--- src/core/uar_defines.vh ---
// Constants shared by the asynchronous receive recovery block
`ifndef UAR_DEFINES_VH
`define UAR_DEFINES_VH
`define UAR_SPB_NORMAL      5'h10
`define UAR_SPB_DOUBLE      5'h08
`define UAR_VOTE_FIRST_N    5'h08
`define UAR_VOTE_FIRST_D    5'h04
`define UAR_MIN_BITS        4'h5
`define UAR_MAX_BITS        4'hA
`define UAR_FIFO_WIDTH      11
`define UAR_FIFO_DEPTH      16
`define UAR_FIFO_AW         4
`endif

--- src/core/uar_fifo.v ---
// Parameterised synchronous FIFO with valid/ready on both sides
module uar_fifo #(
    parameter WIDTH = 11,
    parameter DEPTH = 16,
    parameter AW    = 4
) (
    input  wire             clock_in,     // System clock
    input  wire             reset_n_in,   // Synchronised reset, active low
    input  wire             flush_in,     // Empty the buffer
    input  wire             wr_valid_in,  // Write request
    output wire             wr_ready_out, // Space available
    input  wire [WIDTH-1:0] wr_data_in,   // Write word
    output wire             rd_valid_out, // Word available
    input  wire             rd_ready_in,  // Reader takes word
    output wire [WIDTH-1:0] rd_data_out   // Head word
);
    reg [WIDTH-1:0] mem_reg [0:DEPTH-1];
    reg [AW-1:0]    wr_ptr_reg;
    reg [AW-1:0]    rd_ptr_reg;
    reg [AW:0]      count_reg;
    wire            do_wr;
    wire            do_rd;

    // Full and empty straight from the occupancy count
    assign wr_ready_out = (count_reg != DEPTH[AW:0]);
    assign rd_valid_out = (count_reg != {(AW+1){1'b0}});
    assign rd_data_out  = mem_reg[rd_ptr_reg];
    assign do_wr        = wr_valid_in & wr_ready_out;
    assign do_rd        = rd_valid_out & rd_ready_in;

    ////////////////////////////////////////////////////////////////////////////
    // Storage array, no reset needed
    always @(posedge clock_in)
    begin
        if (do_wr)
        begin
            mem_reg[wr_ptr_reg] <= wr_data_in;
        end
    end

    // Pointers and count; flush wins over traffic
    always @(posedge clock_in or negedge reset_n_in)
    begin
        if (!reset_n_in)
        begin
            wr_ptr_reg <= {AW{1'b0}};
            rd_ptr_reg <= {AW{1'b0}};
            count_reg  <= {(AW+1){1'b0}};
        end
        else if (flush_in)
        begin
            wr_ptr_reg <= {AW{1'b0}};
            rd_ptr_reg <= {AW{1'b0}};
            count_reg  <= {(AW+1){1'b0}};
        end
        else
        begin
            if (do_wr)
            begin
                wr_ptr_reg <= wr_ptr_reg + 1'b1;
            end
            if (do_rd)
            begin
                rd_ptr_reg <= rd_ptr_reg + 1'b1;
            end
            if (do_wr && !do_rd)
            begin
                count_reg <= count_reg + 1'b1;
            end
            else if (do_rd && !do_wr)
            begin
                count_reg <= count_reg - 1'b1;
            end
        end
    end
endmodule // uar_fifo

--- src/core/uar_rx.v ---
// Asynchronous serial receive front end: start detect, bit voting, frame error
// Function
// - The line is sampled 16 times per bit normally and 8 times in double speed.
// - A low sample after idle high starts start-bit checking and counts as sample one.
// - Start validation votes samples 8,9,10 normally or 4,5,6 in double speed.
// - Two or more high validation samples reject the start as noise and idle resumes.
// - An accepted start aligns bit timing and begins data recovery, for every frame.
// - Recovery steps 16 (or 8) sample states per bit, sample index equal to state.
// - Each bit is the majority of its three centre samples.
// - Data and parity bits and the first stop bit are recovered; later stops ignored.
// - The first stop bit is voted and a zero sets the frame error flag.
// - A new falling edge is accepted right after the last stop voting sample.
// - Frames of five to ten data-plus-parity bits are handled.
// - The frame error travels in the buffer with the frame it describes.
// - Clearing the receiver enable stops reception at once and releases the pin.
//
// Timing
// Sample one is the first tick that sees the synchronised line low after a high tick.
// A bit lasts 16 ticks (8 in double speed); its vote ticks are 8-10 (4-6).
// The synchronised line lags the pin by two clocks, a fixed offset.
// Mode and length are taken at sample one, so changes apply to the next frame.
// A frame shows on the output two clocks after its stop vote.
// A frame that meets a full buffer is dropped and overrun pulses for one clock.
// A rejected start needs the line high again before another start counts.
// Buffer words carry the received bits with the stop-bit error in bit 10.
`include "uar_defines.vh"
module uar_rx (
    input  wire        clock_in,                // 100 MHz system clock
    input  wire        reset_n_in,              // Asynchronous reset, active low
    input  wire        serial_rx_in,            // Serial line pin
    input  wire        sample_tick_in,          // Sample-rate tick from baud generator
    input  wire        double_speed_select_in,  // 1 = 8 samples per bit
    input  wire        receiver_enable_bit_in,  // Receiver enable
    input  wire [3:0]  frame_bits_in,           // Data plus parity bits, 5..10
    input  wire        rd_ready_in,             // Consumer takes head frame
    output reg         rd_valid_out,            // Frame available
    output reg  [9:0]  rd_data_out,             // Received bits, first bit in bit 0
    output reg         frame_error_flag_out,    // Stop-bit error of head frame
    output reg         rx_pin_override_out,     // Receiver owns the pin
    output reg         overrun_out,             // Frame dropped, buffer full (pulse)
    output reg         busy_out                 // Frame in recovery
);
    localparam ST_IDLE  = 3'b001;
    localparam ST_START = 3'b010;
    localparam ST_DATA  = 3'b100;

    // Reset and pin synchronisers
    reg        rst_meta_reg;
    reg        rst_sync_reg;
    reg        rx_meta_reg;
    reg        rx_sync_reg;
    reg        rx_prev_reg;
    // Frame recovery state
    reg [2:0]  state_reg;
    reg [4:0]  sample_reg;
    reg [3:0]  bit_idx_reg;
    reg [1:0]  votes_reg;
    reg [9:0]  shift_reg;
    // Buffer write port and per-frame settings
    reg        wr_valid_reg;
    reg [10:0] wr_data_reg;
    reg        flush_reg;
    reg        mode_reg;
    reg [3:0]  nbits_reg;

    // Decoded timing and buffer hand-off
    wire [4:0]  spb;
    wire [4:0]  vfirst;
    wire [3:0]  nbits_clamp;
    wire        vote_win;
    wire        last_vote;
    wire        voted;
    wire        fifo_ready;
    wire        fifo_valid;
    wire [10:0] fifo_data;

    ////////////////////////////////////////////////////////////////////////////
    // Reset release through two flops
    always @(posedge clock_in or negedge reset_n_in)
    begin
        if (!reset_n_in)
        begin
            rst_meta_reg <= 1'b0;
            rst_sync_reg <= 1'b0;
        end
        else
        begin
            rst_meta_reg <= 1'b1;
            rst_sync_reg <= rst_meta_reg;
        end
    end

    // Pin synchroniser; idle level is high so reset to 1 avoids a false start
    always @(posedge clock_in or negedge rst_sync_reg)
    begin
        if (!rst_sync_reg)
        begin
            rx_meta_reg <= 1'b1;
            rx_sync_reg <= 1'b1;
        end
        else
        begin
            rx_meta_reg <= serial_rx_in;
            rx_sync_reg <= rx_meta_reg;
        end
    end

    ////////////////////////////////////////////////////////////////////////////
    // Mode decode; mode and length are latched per frame so a change mid-frame is harmless
    assign spb    = mode_reg ? `UAR_SPB_DOUBLE : `UAR_SPB_NORMAL;
    assign vfirst = mode_reg ? `UAR_VOTE_FIRST_D : `UAR_VOTE_FIRST_N;
    // Out-of-range lengths are clamped into 5..10
    assign nbits_clamp = (frame_bits_in < `UAR_MIN_BITS) ? `UAR_MIN_BITS :
                         (frame_bits_in > `UAR_MAX_BITS) ? `UAR_MAX_BITS :
                         frame_bits_in;
    // Centre samples are vfirst, vfirst+1, vfirst+2
    assign vote_win  = (sample_reg >= vfirst) && (sample_reg <= vfirst + 5'h02);
    assign last_vote = (sample_reg == vfirst + 5'h02);
    // Majority of three: two prior highs, or one prior plus this one
    assign voted = (votes_reg == 2'h2) || (votes_reg == 2'h1 && rx_sync_reg);

    ////////////////////////////////////////////////////////////////////////////
    // Recovery state machine, advancing only on sample ticks
    always @(posedge clock_in or negedge rst_sync_reg)
    begin
        if (!rst_sync_reg)
        begin
            state_reg    <= ST_IDLE;
            sample_reg   <= 5'h00;
            bit_idx_reg  <= 4'h0;
            votes_reg    <= 2'h0;
            shift_reg    <= 10'h000;
            rx_prev_reg  <= 1'b1;
            wr_valid_reg <= 1'b0;
            wr_data_reg  <= 11'h000;
            mode_reg     <= 1'b0;
            nbits_reg    <= `UAR_MIN_BITS;
            busy_out     <= 1'b0;
            overrun_out  <= 1'b0;
        end
        else
        begin
            wr_valid_reg <= 1'b0;
            overrun_out  <= 1'b0;
            if (!receiver_enable_bit_in)
            begin
                state_reg   <= ST_IDLE;
                sample_reg  <= 5'h00;
                votes_reg   <= 2'h0;
                rx_prev_reg <= 1'b1;
                busy_out    <= 1'b0;
            end
            else if (sample_tick_in)
            begin
                rx_prev_reg <= rx_sync_reg;
                case (state_reg)
                    ST_IDLE:
                    begin
                        // Falling edge: this low sample is sample one
                        if (rx_prev_reg && !rx_sync_reg)
                        begin
                            state_reg  <= ST_START;
                            sample_reg <= 5'h02;
                            votes_reg  <= 2'h0;
                            mode_reg   <= double_speed_select_in;
                            nbits_reg  <= nbits_clamp;
                            busy_out   <= 1'b1;
                        end
                        else
                        begin
                            // Keep the sample state parked until a start arrives
                            sample_reg <= 5'h00;
                            votes_reg  <= 2'h0;
                        end
                    end
                    ST_START:
                    begin
                        sample_reg <= sample_reg + 5'h01;
                        // Count highs inside the vote window
                        if (vote_win && rx_sync_reg)
                        begin
                            votes_reg <= votes_reg + 2'h1;
                        end
                        if (last_vote)
                        begin
                            if (voted)
                            begin
                                state_reg   <= ST_IDLE;
                                rx_prev_reg <= 1'b0;
                                busy_out    <= 1'b0;
                            end
                            else
                            begin
                                // Timing stays locked to this start bit
                                state_reg   <= ST_DATA;
                                bit_idx_reg <= 4'h0;
                                shift_reg   <= 10'h000;
                            end
                        end
                        // Wrap the sample count at the end of the bit
                        if (sample_reg == spb)
                        begin
                            sample_reg <= 5'h01;
                            votes_reg  <= 2'h0;
                        end
                    end
                    ST_DATA:
                    begin
                        // Sample index wraps to one at the bit end; votes clear there
                        sample_reg <= (sample_reg == spb) ? 5'h01 : sample_reg + 5'h01;
                        if (sample_reg == spb)
                        begin
                            votes_reg <= 2'h0;
                        end
                        else if (vote_win && rx_sync_reg)
                        begin
                            votes_reg <= votes_reg + 2'h1;
                        end
                        if (last_vote)
                        begin
                            if (bit_idx_reg == nbits_reg)
                            begin
                                // Stop bit voted; later stop bits never sampled
                                wr_data_reg  <= {~voted, shift_reg};
                                wr_valid_reg <= fifo_ready;
                                overrun_out  <= ~fifo_ready;
                                state_reg    <= ST_IDLE;
                                // A voted-low stop is no idle level, so a break
                                // cannot fake a start on the next low tick
                                rx_prev_reg  <= voted;
                                busy_out     <= 1'b0;
                            end
                            else
                            begin
                                // First received bit lands in bit 0
                                shift_reg[bit_idx_reg] <= voted;
                                bit_idx_reg <= bit_idx_reg + 4'h1;
                            end
                        end
                    end
                    default:
                    begin
                        // An illegal state code falls back to idle
                        state_reg <= ST_IDLE;
                    end
                endcase
            end
        end
    end

    ////////////////////////////////////////////////////////////////////////////
    // Disabling the receiver also empties the buffer
    always @(posedge clock_in or negedge rst_sync_reg)
    begin
        if (!rst_sync_reg)
        begin
            flush_reg           <= 1'b1;
            rx_pin_override_out <= 1'b0;
        end
        else
        begin
            flush_reg           <= ~receiver_enable_bit_in;
            rx_pin_override_out <= receiver_enable_bit_in;
        end
    end

    // Sixteen frames deep; a pop only passes while the head is shown
    uar_fifo #(
        .WIDTH (`UAR_FIFO_WIDTH),
        .DEPTH (`UAR_FIFO_DEPTH),
        .AW    (`UAR_FIFO_AW)
    ) u_fifo (
        .clock_in     (clock_in),
        .reset_n_in   (rst_sync_reg),
        .flush_in     (flush_reg),
        .wr_valid_in  (wr_valid_reg),
        .wr_ready_out (fifo_ready),
        .wr_data_in   (wr_data_reg),
        .rd_valid_out (fifo_valid),
        .rd_ready_in  (rd_ready_in & rd_valid_out),
        .rd_data_out  (fifo_data)
    );

    // Registered head of buffer; the output stage updates after each pop
    always @(posedge clock_in or negedge rst_sync_reg)
    begin
        if (!rst_sync_reg)
        begin
            rd_valid_out         <= 1'b0;
            rd_data_out          <= 10'h000;
            frame_error_flag_out <= 1'b0;
        end
        else
        begin
            rd_valid_out         <= fifo_valid & ~(rd_ready_in & rd_valid_out) & ~flush_reg;
            rd_data_out          <= fifo_data[9:0];
            frame_error_flag_out <= fifo_data[10];
        end
    end
endmodule // uar_rx

--- config.mk ---
export PLATFORM = sky130hd
export DESIGN_NAME = uar_rx
export DESIGN_NICKNAME = d
export VERILOG_FILES = /design/src/core/uar_fifo.v /design/src/core/uar_rx.v
export VERILOG_INCLUDE_DIRS = /design/src /design/src/core
export SDC_FILE = /design/constraint.sdc
export NUM_CORES = 1
export LEC_CHECK = 0
export BUFFER_PORTS_ARGS = -buffer_cell sky130_fd_sc_hd__buf_2
export CAP_MARGIN = 0
export CORE_UTILIZATION = 56
export DETAILED_ROUTE_END_ITERATION = 8
export PLACE_DENSITY = 0.84
export SLEW_MARGIN = 0
export SYNTH_ARGS = -nofsm -noshare
export SYNTH_HDL_FRONTEND = slang
export SYNTH_SLANG_ARGS = --single-unit
--- constraint.sdc ---
create_clock -name clock_in -period 2.4 [get_ports clock_in]
set_input_delay 0.24 -clock clock_in [delete_from_list [all_inputs] [get_ports clock_in]]
set_output_delay 0.24 -clock clock_in [all_outputs]
set_load 0.005 [all_outputs]
### Word-level counts from Yosys, hierarchy flattened

Memories as Yosys holds them, arrays and structs flattened. A register that Yosys moved wholly into a read port is not among the register bits.
Cells that the tools add are included.

| storage, ports and cells | value |
|---|---|
| register bits after elaboration | 64 |
| memory bits (writable) | 176 |
| output and inout port bits | 15 |
| memories | 1 |

Memories:

| memory | words | width | read ports | clocked after Yosys merged registers in | write ports | RTL line | text |
|---|---|---|---|---|---|---|---|
| u_fifo.mem_reg | 16 | 11 | 1 | 1 | 1 | uar_fifo.v:17 | `reg [WIDTH-1:0] mem_reg [0:DEPTH-1];` |

| cells by class | value |
|---|---|
| add/sub/neg operators | 8 |
| magnitude comparators | 6 |
| eq/ne operators | 22 |
| muxes and demuxes | 69 |
| bitwise logic cells | 10 |
| reduce and logical (&&, ||, !) cells | 25 |

Operators with widths:

| cell | number |
|---|---|
| $mux 4 | 11 |
| $mux 10 | 4 |
| $mux 5 | 7 |
| $mux 1 | 26 |
| $mux 3 | 7 |
| $pmux 10 s2 | 1 |
| $ne 3x3->1 const B | 5 |
| $reduce_and 7->1 | 2 |
| $add 4x1->4 const B | 3 |
| $add 5x1->5 const B | 2 |
| $bwmux 10 | 1 |
| $eq 5x5->1 | 2 |
| $mux 2 | 5 |
| $ne 2x2->1 const B | 5 |
| $pmux 5 s2 | 1 |
| $reduce_and 5->1 | 2 |
| $pmux 3 s3 | 1 |
| $pmux 4 s2 | 1 |
| $logic_and 1x1->1 | 7 |
| $reduce_bool 2->1 | 3 |
| $add 4x2->5 const B | 1 |
| $and 1x1->1 | 5 |
| $ge 5x4->1 | 1 |
| $le 5x5->1 | 1 |
| 29 further kinds | 36 |

### Longest topological paths before layout

| depth | value |
|---|---|
| depth after elaboration | 10 |
| mapped depth | 10 |

### Cells and area by module

From an unflattened synthesis, not the netlist that was laid out.

| unflattened totals | value |
|---|---|
| cell total of the unflattened synthesis | 615 |
| area total of the unflattened synthesis | 10580.1 µm² |

Modules (own cells, without submodules):

| module | instances | cells each | area an instance (µm²) | seq. area each (µm²) |
|---|---|---|---|---|
| uar_fifo | 1 | 358 | 7593.5 | 5610.4 |
| uar_rx | 1 | 257 | 2986.6 | 1560.2 |

### Worst setup path after synthesis

OpenSTA, ideal clock, no wires.

| timing | value |
|---|---|
| path type | register to register |
| start | reg u_fifo.count_reg[1] |
| end | reg u_fifo.count_reg[4] |
| setup time | 0.078 ns |
| arrival | 2.734 ns |
| slack | -0.412 ns |
| stages on the path, launching flop included | 10 |
| path buffers | 0 |
| cells stage by stage | dfrtp_1 or4_4 o211ai_4 nand2_1 fa_1 a21o_1 a21o_1 or3_1 a21o_1 a21oi_1 |

| between the ends | value |
|---|---|
| cells in the longest elaborated chain, start to end | 6 |

Ends and longest elaborated chain:

| item | RTL line | text |
|---|---|---|
| start: declaration | uar_fifo.v:20 | `reg [AW:0] count_reg;` |
| start signal: assignment | uar_fifo.v:48 | `count_reg <= {(AW+1){1'b0}};` |
| start signal: assignment | uar_fifo.v:54 | `count_reg <= {(AW+1){1'b0}};` |
| start signal: assignment | uar_fifo.v:68 | `count_reg <= count_reg + 1'b1;` |
| parallel branches: the longest is 6 deep, another holds $sub 5x1->5 | n/a |  |

Several ways; the timed one is not identified. The select of a mux whose other input is x is not followed.
A chain may end at the register's enable or synchronous reset.

### Final worst setup path

Ends and elaborated chain as after synthesis.

==> impl_metrics.py <==
metrics = {
    "status": {
        "status": "finished with violations",
        "violations": "DRC, setup timing",
    },
    "synth": {
        "synth_top_cell_by_area": "edfxtp_1",
        "syn_area_sq_mm": 0.01045,
        "synth_commonest_cells": "edfxtp_1 (176), dfrtp_1 (68), mux4_2 (55)",
        "synthDistinctLibCells": 64,
        "synth_edf_count": 176,
        "async_flop_share_pct": 29.88,
        "yosysSeqAreaShare_pct": 68.64,
        "synthTopCellsByArea": "edfxtp_1 (51%), dfrtp_1 (16%), mux4_2 (12%)",
        "ys.warnings.count": 0,
        "synth_top_cell_area_share_pct": 50.59,
        "ys_ff_latch": 251,
        "syn_inst": 601,
        "synth-main-ff-cell": "edfxtp_1",
        "syn_nets": 633,
        "avgSynthCellArea_sq_um": 17.38,
        "yosysMostFrequentCell": "edfxtp_1",
    },
    "final_layout": {
        "syn_to_final_growth_pct": 13.87,
        "insertedDiodeCount": 0,
        "final_net_count": 687,
        "drive_gt1_share_pct": 29.27,
        "final_cells": 902,
        "largest_reg_flops": 176,
    },
    "sta": {
        "rsz0062_at_grt": "true",
        "period_needed_ns": 2.660,
        "finalMaxSlewViolations": 0,
        "skew_ns": 0.01750,
        "final-hold-violation-count": 0,
        "worst_pin_slew_ns": 0.9337,
        "clock.fmax_mhz": 375.9,
        "slew_headroom_pct": 37.75,
        "worst_slack_ns": -0.2603,
        "finalSetupViolCount": 2,
        "period_share_pct": 110.8,
    },
    "floorplan": {
        "die_h_um": 138.6,
        "dieWidth_um": 138.6,
        "pin_count": 26,
        "core_sq_mm": 0.01815,
        "dieArea_sq_mm": 0.01920,
        "rows": 49,
        "start_util_pct": 57.56,
    },
    "cts": {
        "path_clk_slew_ns": 0.06,
        "cts_setup_buffers": 0,
        "clock_path_buffers": 3,
        "cts_tree": "done",
        "cts-root-buf": "clkbuf_16",
        "clock-sinks": 251,
        "cts_inserted_buffers": 25,
        "cts_max_level": 1,
        "clkLatencyLatePin_ns": 0.50,
    },
    "detailed_routing": {
        "routedWlPerCell_um": 23.38,
        "remaining_drc_errors": 6,
        "drt_pass1_iterations": 7,
        "vias": 5529,
        "via_per_inst": 6.130,
        "ant_nets": 0,
        "dr.first_iter.drc_count": 300,
        "wirelength_um": 21090,
    },
    "pwr": {
        "p_per_area_mw_per_mm2": 748.9,
        "power.share.switching_pct": 19.85,
        "seq_power_share_pct": 52.9,
        "finalPower_mw": 8.909,
        "leakage_nw": 4.495,
        "p_clk_share_pct": 44.3,
        "pwr-share-comb_pct": 2.8,
        "p_int_mw": 7.140,
        "vdd_drop_max_mv": 0.5510,
        "power_switching_mw": 1.768,
    },
    "global_route": {
        "antenna_found_initial": 0,
        "gr-total-overflow": 0,
        "track_usage_pct": 22.85,
        "grt_pass1_wl_um": 33150,
        "first_global_vias": 5848,
        "grt_max_degree": 48,
    },
    "worst_setup_path": {
        "worst-path-max-fanout": 3,
        "startpoint_type": "register",
        "arrival_ns": 3.10,
        "worst_ep_required_time_ns": 2.84,
        "path_class": "reg2reg",
        "crit_path_end_kind": "register",
    },
    "place": {
        "portBuffers": 25,
        "hpwlAfterDp_um": 12670,
        "place_congestion": 0.8443,
        "placed_cells": 851,
    },
    "job": {
        "cap_violations": 0,
    },
    "hold_path": {
        "min_path_type": "in2async",
    },
}
[what timing repair did]
action	in CTS	in global routing
pin swaps	3	8
hold buffers	6	0
cloned	0	0
resized for setup	3	14
endpoints found under the hold margin	7	0
setup endpoints to repair	28	38
[layout make-up]
cell class / count / area (sq um)
clock buffer: 33 / 705.7
clock inverter: 12 / 140.1
fill: 1196 / 6252
inverter: 15 / 56.30
multi-input combinational: 310 / 3137
sequential: 251 / 7177
tap: 229 / 286.5
timing repair buffer: 52 / 392.9
[cell usage in the layout, fill, tap and decap left out, types with 4 or more instances in the layout]
cell,Yosys,layout
mux4_2,55,55
xor2_1,9,9
inv_1,15,15
nand2_1,19,18
edfxtp_1,176,176
buf_2,6,25
nor2_1,31,31
a211oi_1,4,4
nand4_1,10,10
nand3_1,19,19
xnor2_1,6,5
dfstp_2,7,7
buf_4,3,17
ha_1,20,19
mux2i_1,11,11
buf_12,0,4
clkbuf_8,0,5
dlygate4sd3_1,0,6
or3_1,5,4
and2_2,0,12
clkbuf_16,0,25
dfrtp_1,68,65
a21oi_1,14,13
mux2_2,13,13
o21ai_0,18,18
and4_1,5,5
a21o_1,6,6
[through the flow]
step	hold slack, ns	worst slack (ns)	utilization (%)	TNS (ns)	cell area, sq um
2_1_floorplan	-0.05559	-0.3374	-	-0.3374	10450
3_3_place_gp	0.02543	-0.2087	60.29	-0.2087	10940
3_5_place_dp	0.02735	-0.3029	60.29	-0.3426	10940
4_1_cts	0.03293	-0.3061	65.30	-0.3061	11850
5_1_grt	0.03843	-0.3590	65.55	-1.561	11900
6_report	0.04533	-0.2603	65.55	-0.2654	11900
[worst max-delay path, cell delays in order, from the launching register on]
cell	delay, ns
dfrtp_1	0.38
or4_4	0.56
o211ai_4	0.23
nand2_4	0.10
fa_2	0.36
a21o_1	0.17
a21o_1	0.16
or3_4	0.33
a21o_1	0.20
a21oi_2	0.11
[cell families (layout without fill, tap and decap cells)]
group | count (synthesis) | count (layout) | share of synthesized area (%)
other | 1 | 1 | 0.03590
AOI/OAI and AO/OA | 61 | 61 | 3.977
muxes | 79 | 79 | 14.31
and+or+nand+nor | 132 | 132 | 7.247
DFF | 251 | 251 | 68.64
adders and majority gates | 22 | 22 | 2.683
buffers and inverters | 40 | 112 | 1.844
xor gates and xnor gates | 15 | 15 | 1.258
[power by group through the flow]
stage               registers (mW)  logic (mW)  clock network (mW)
floorplan                     4.78       0.186                   0
global placement              4.80       0.225                   0
detailed placement            4.80       0.241                   0
CTS                           4.71       0.250                4.01
global route                  4.72       0.280                4.16
finish                        4.71       0.249                3.95
[per-layer routing]
layer	track usage [%]	vias up	part of all wire, %
met1	28.48	2877	38
met3	2.970	25	5.2
li1	-	2462	-
met2	42.61	165	55
met5	0	-	0
met4	5.086	0	1.4
[path summary, 6_finish.rpt]
path                       cells past startpoint  slack [ns]                         endpoint                             from
min in group clock_in                          2        0.07          rx_prev_reg$_DFFE_PN1P_                   sample_tick_in
hold / removal                                 2        0.05           rst_sync_reg$_DFF_PN0_                       reset_n_in
max in group asynchronous                      1        1.34              flush_reg$_DFF_PN1_           rst_sync_reg$_DFF_PN0_
setup reg to reg                               9       -0.26  u_fifo.count_reg[4]$_DFFE_PN0P_  u_fifo.count_reg[1]$_DFFE_PN0P_
hold reg to reg                                0        0.35           rst_sync_reg$_DFF_PN0_           rst_meta_reg$_DFF_PN0_
setup / recovery                               9       -0.26  u_fifo.count_reg[4]$_DFFE_PN0P_  u_fifo.count_reg[1]$_DFFE_PN0P_
Power figures use the tool's default switching activity.
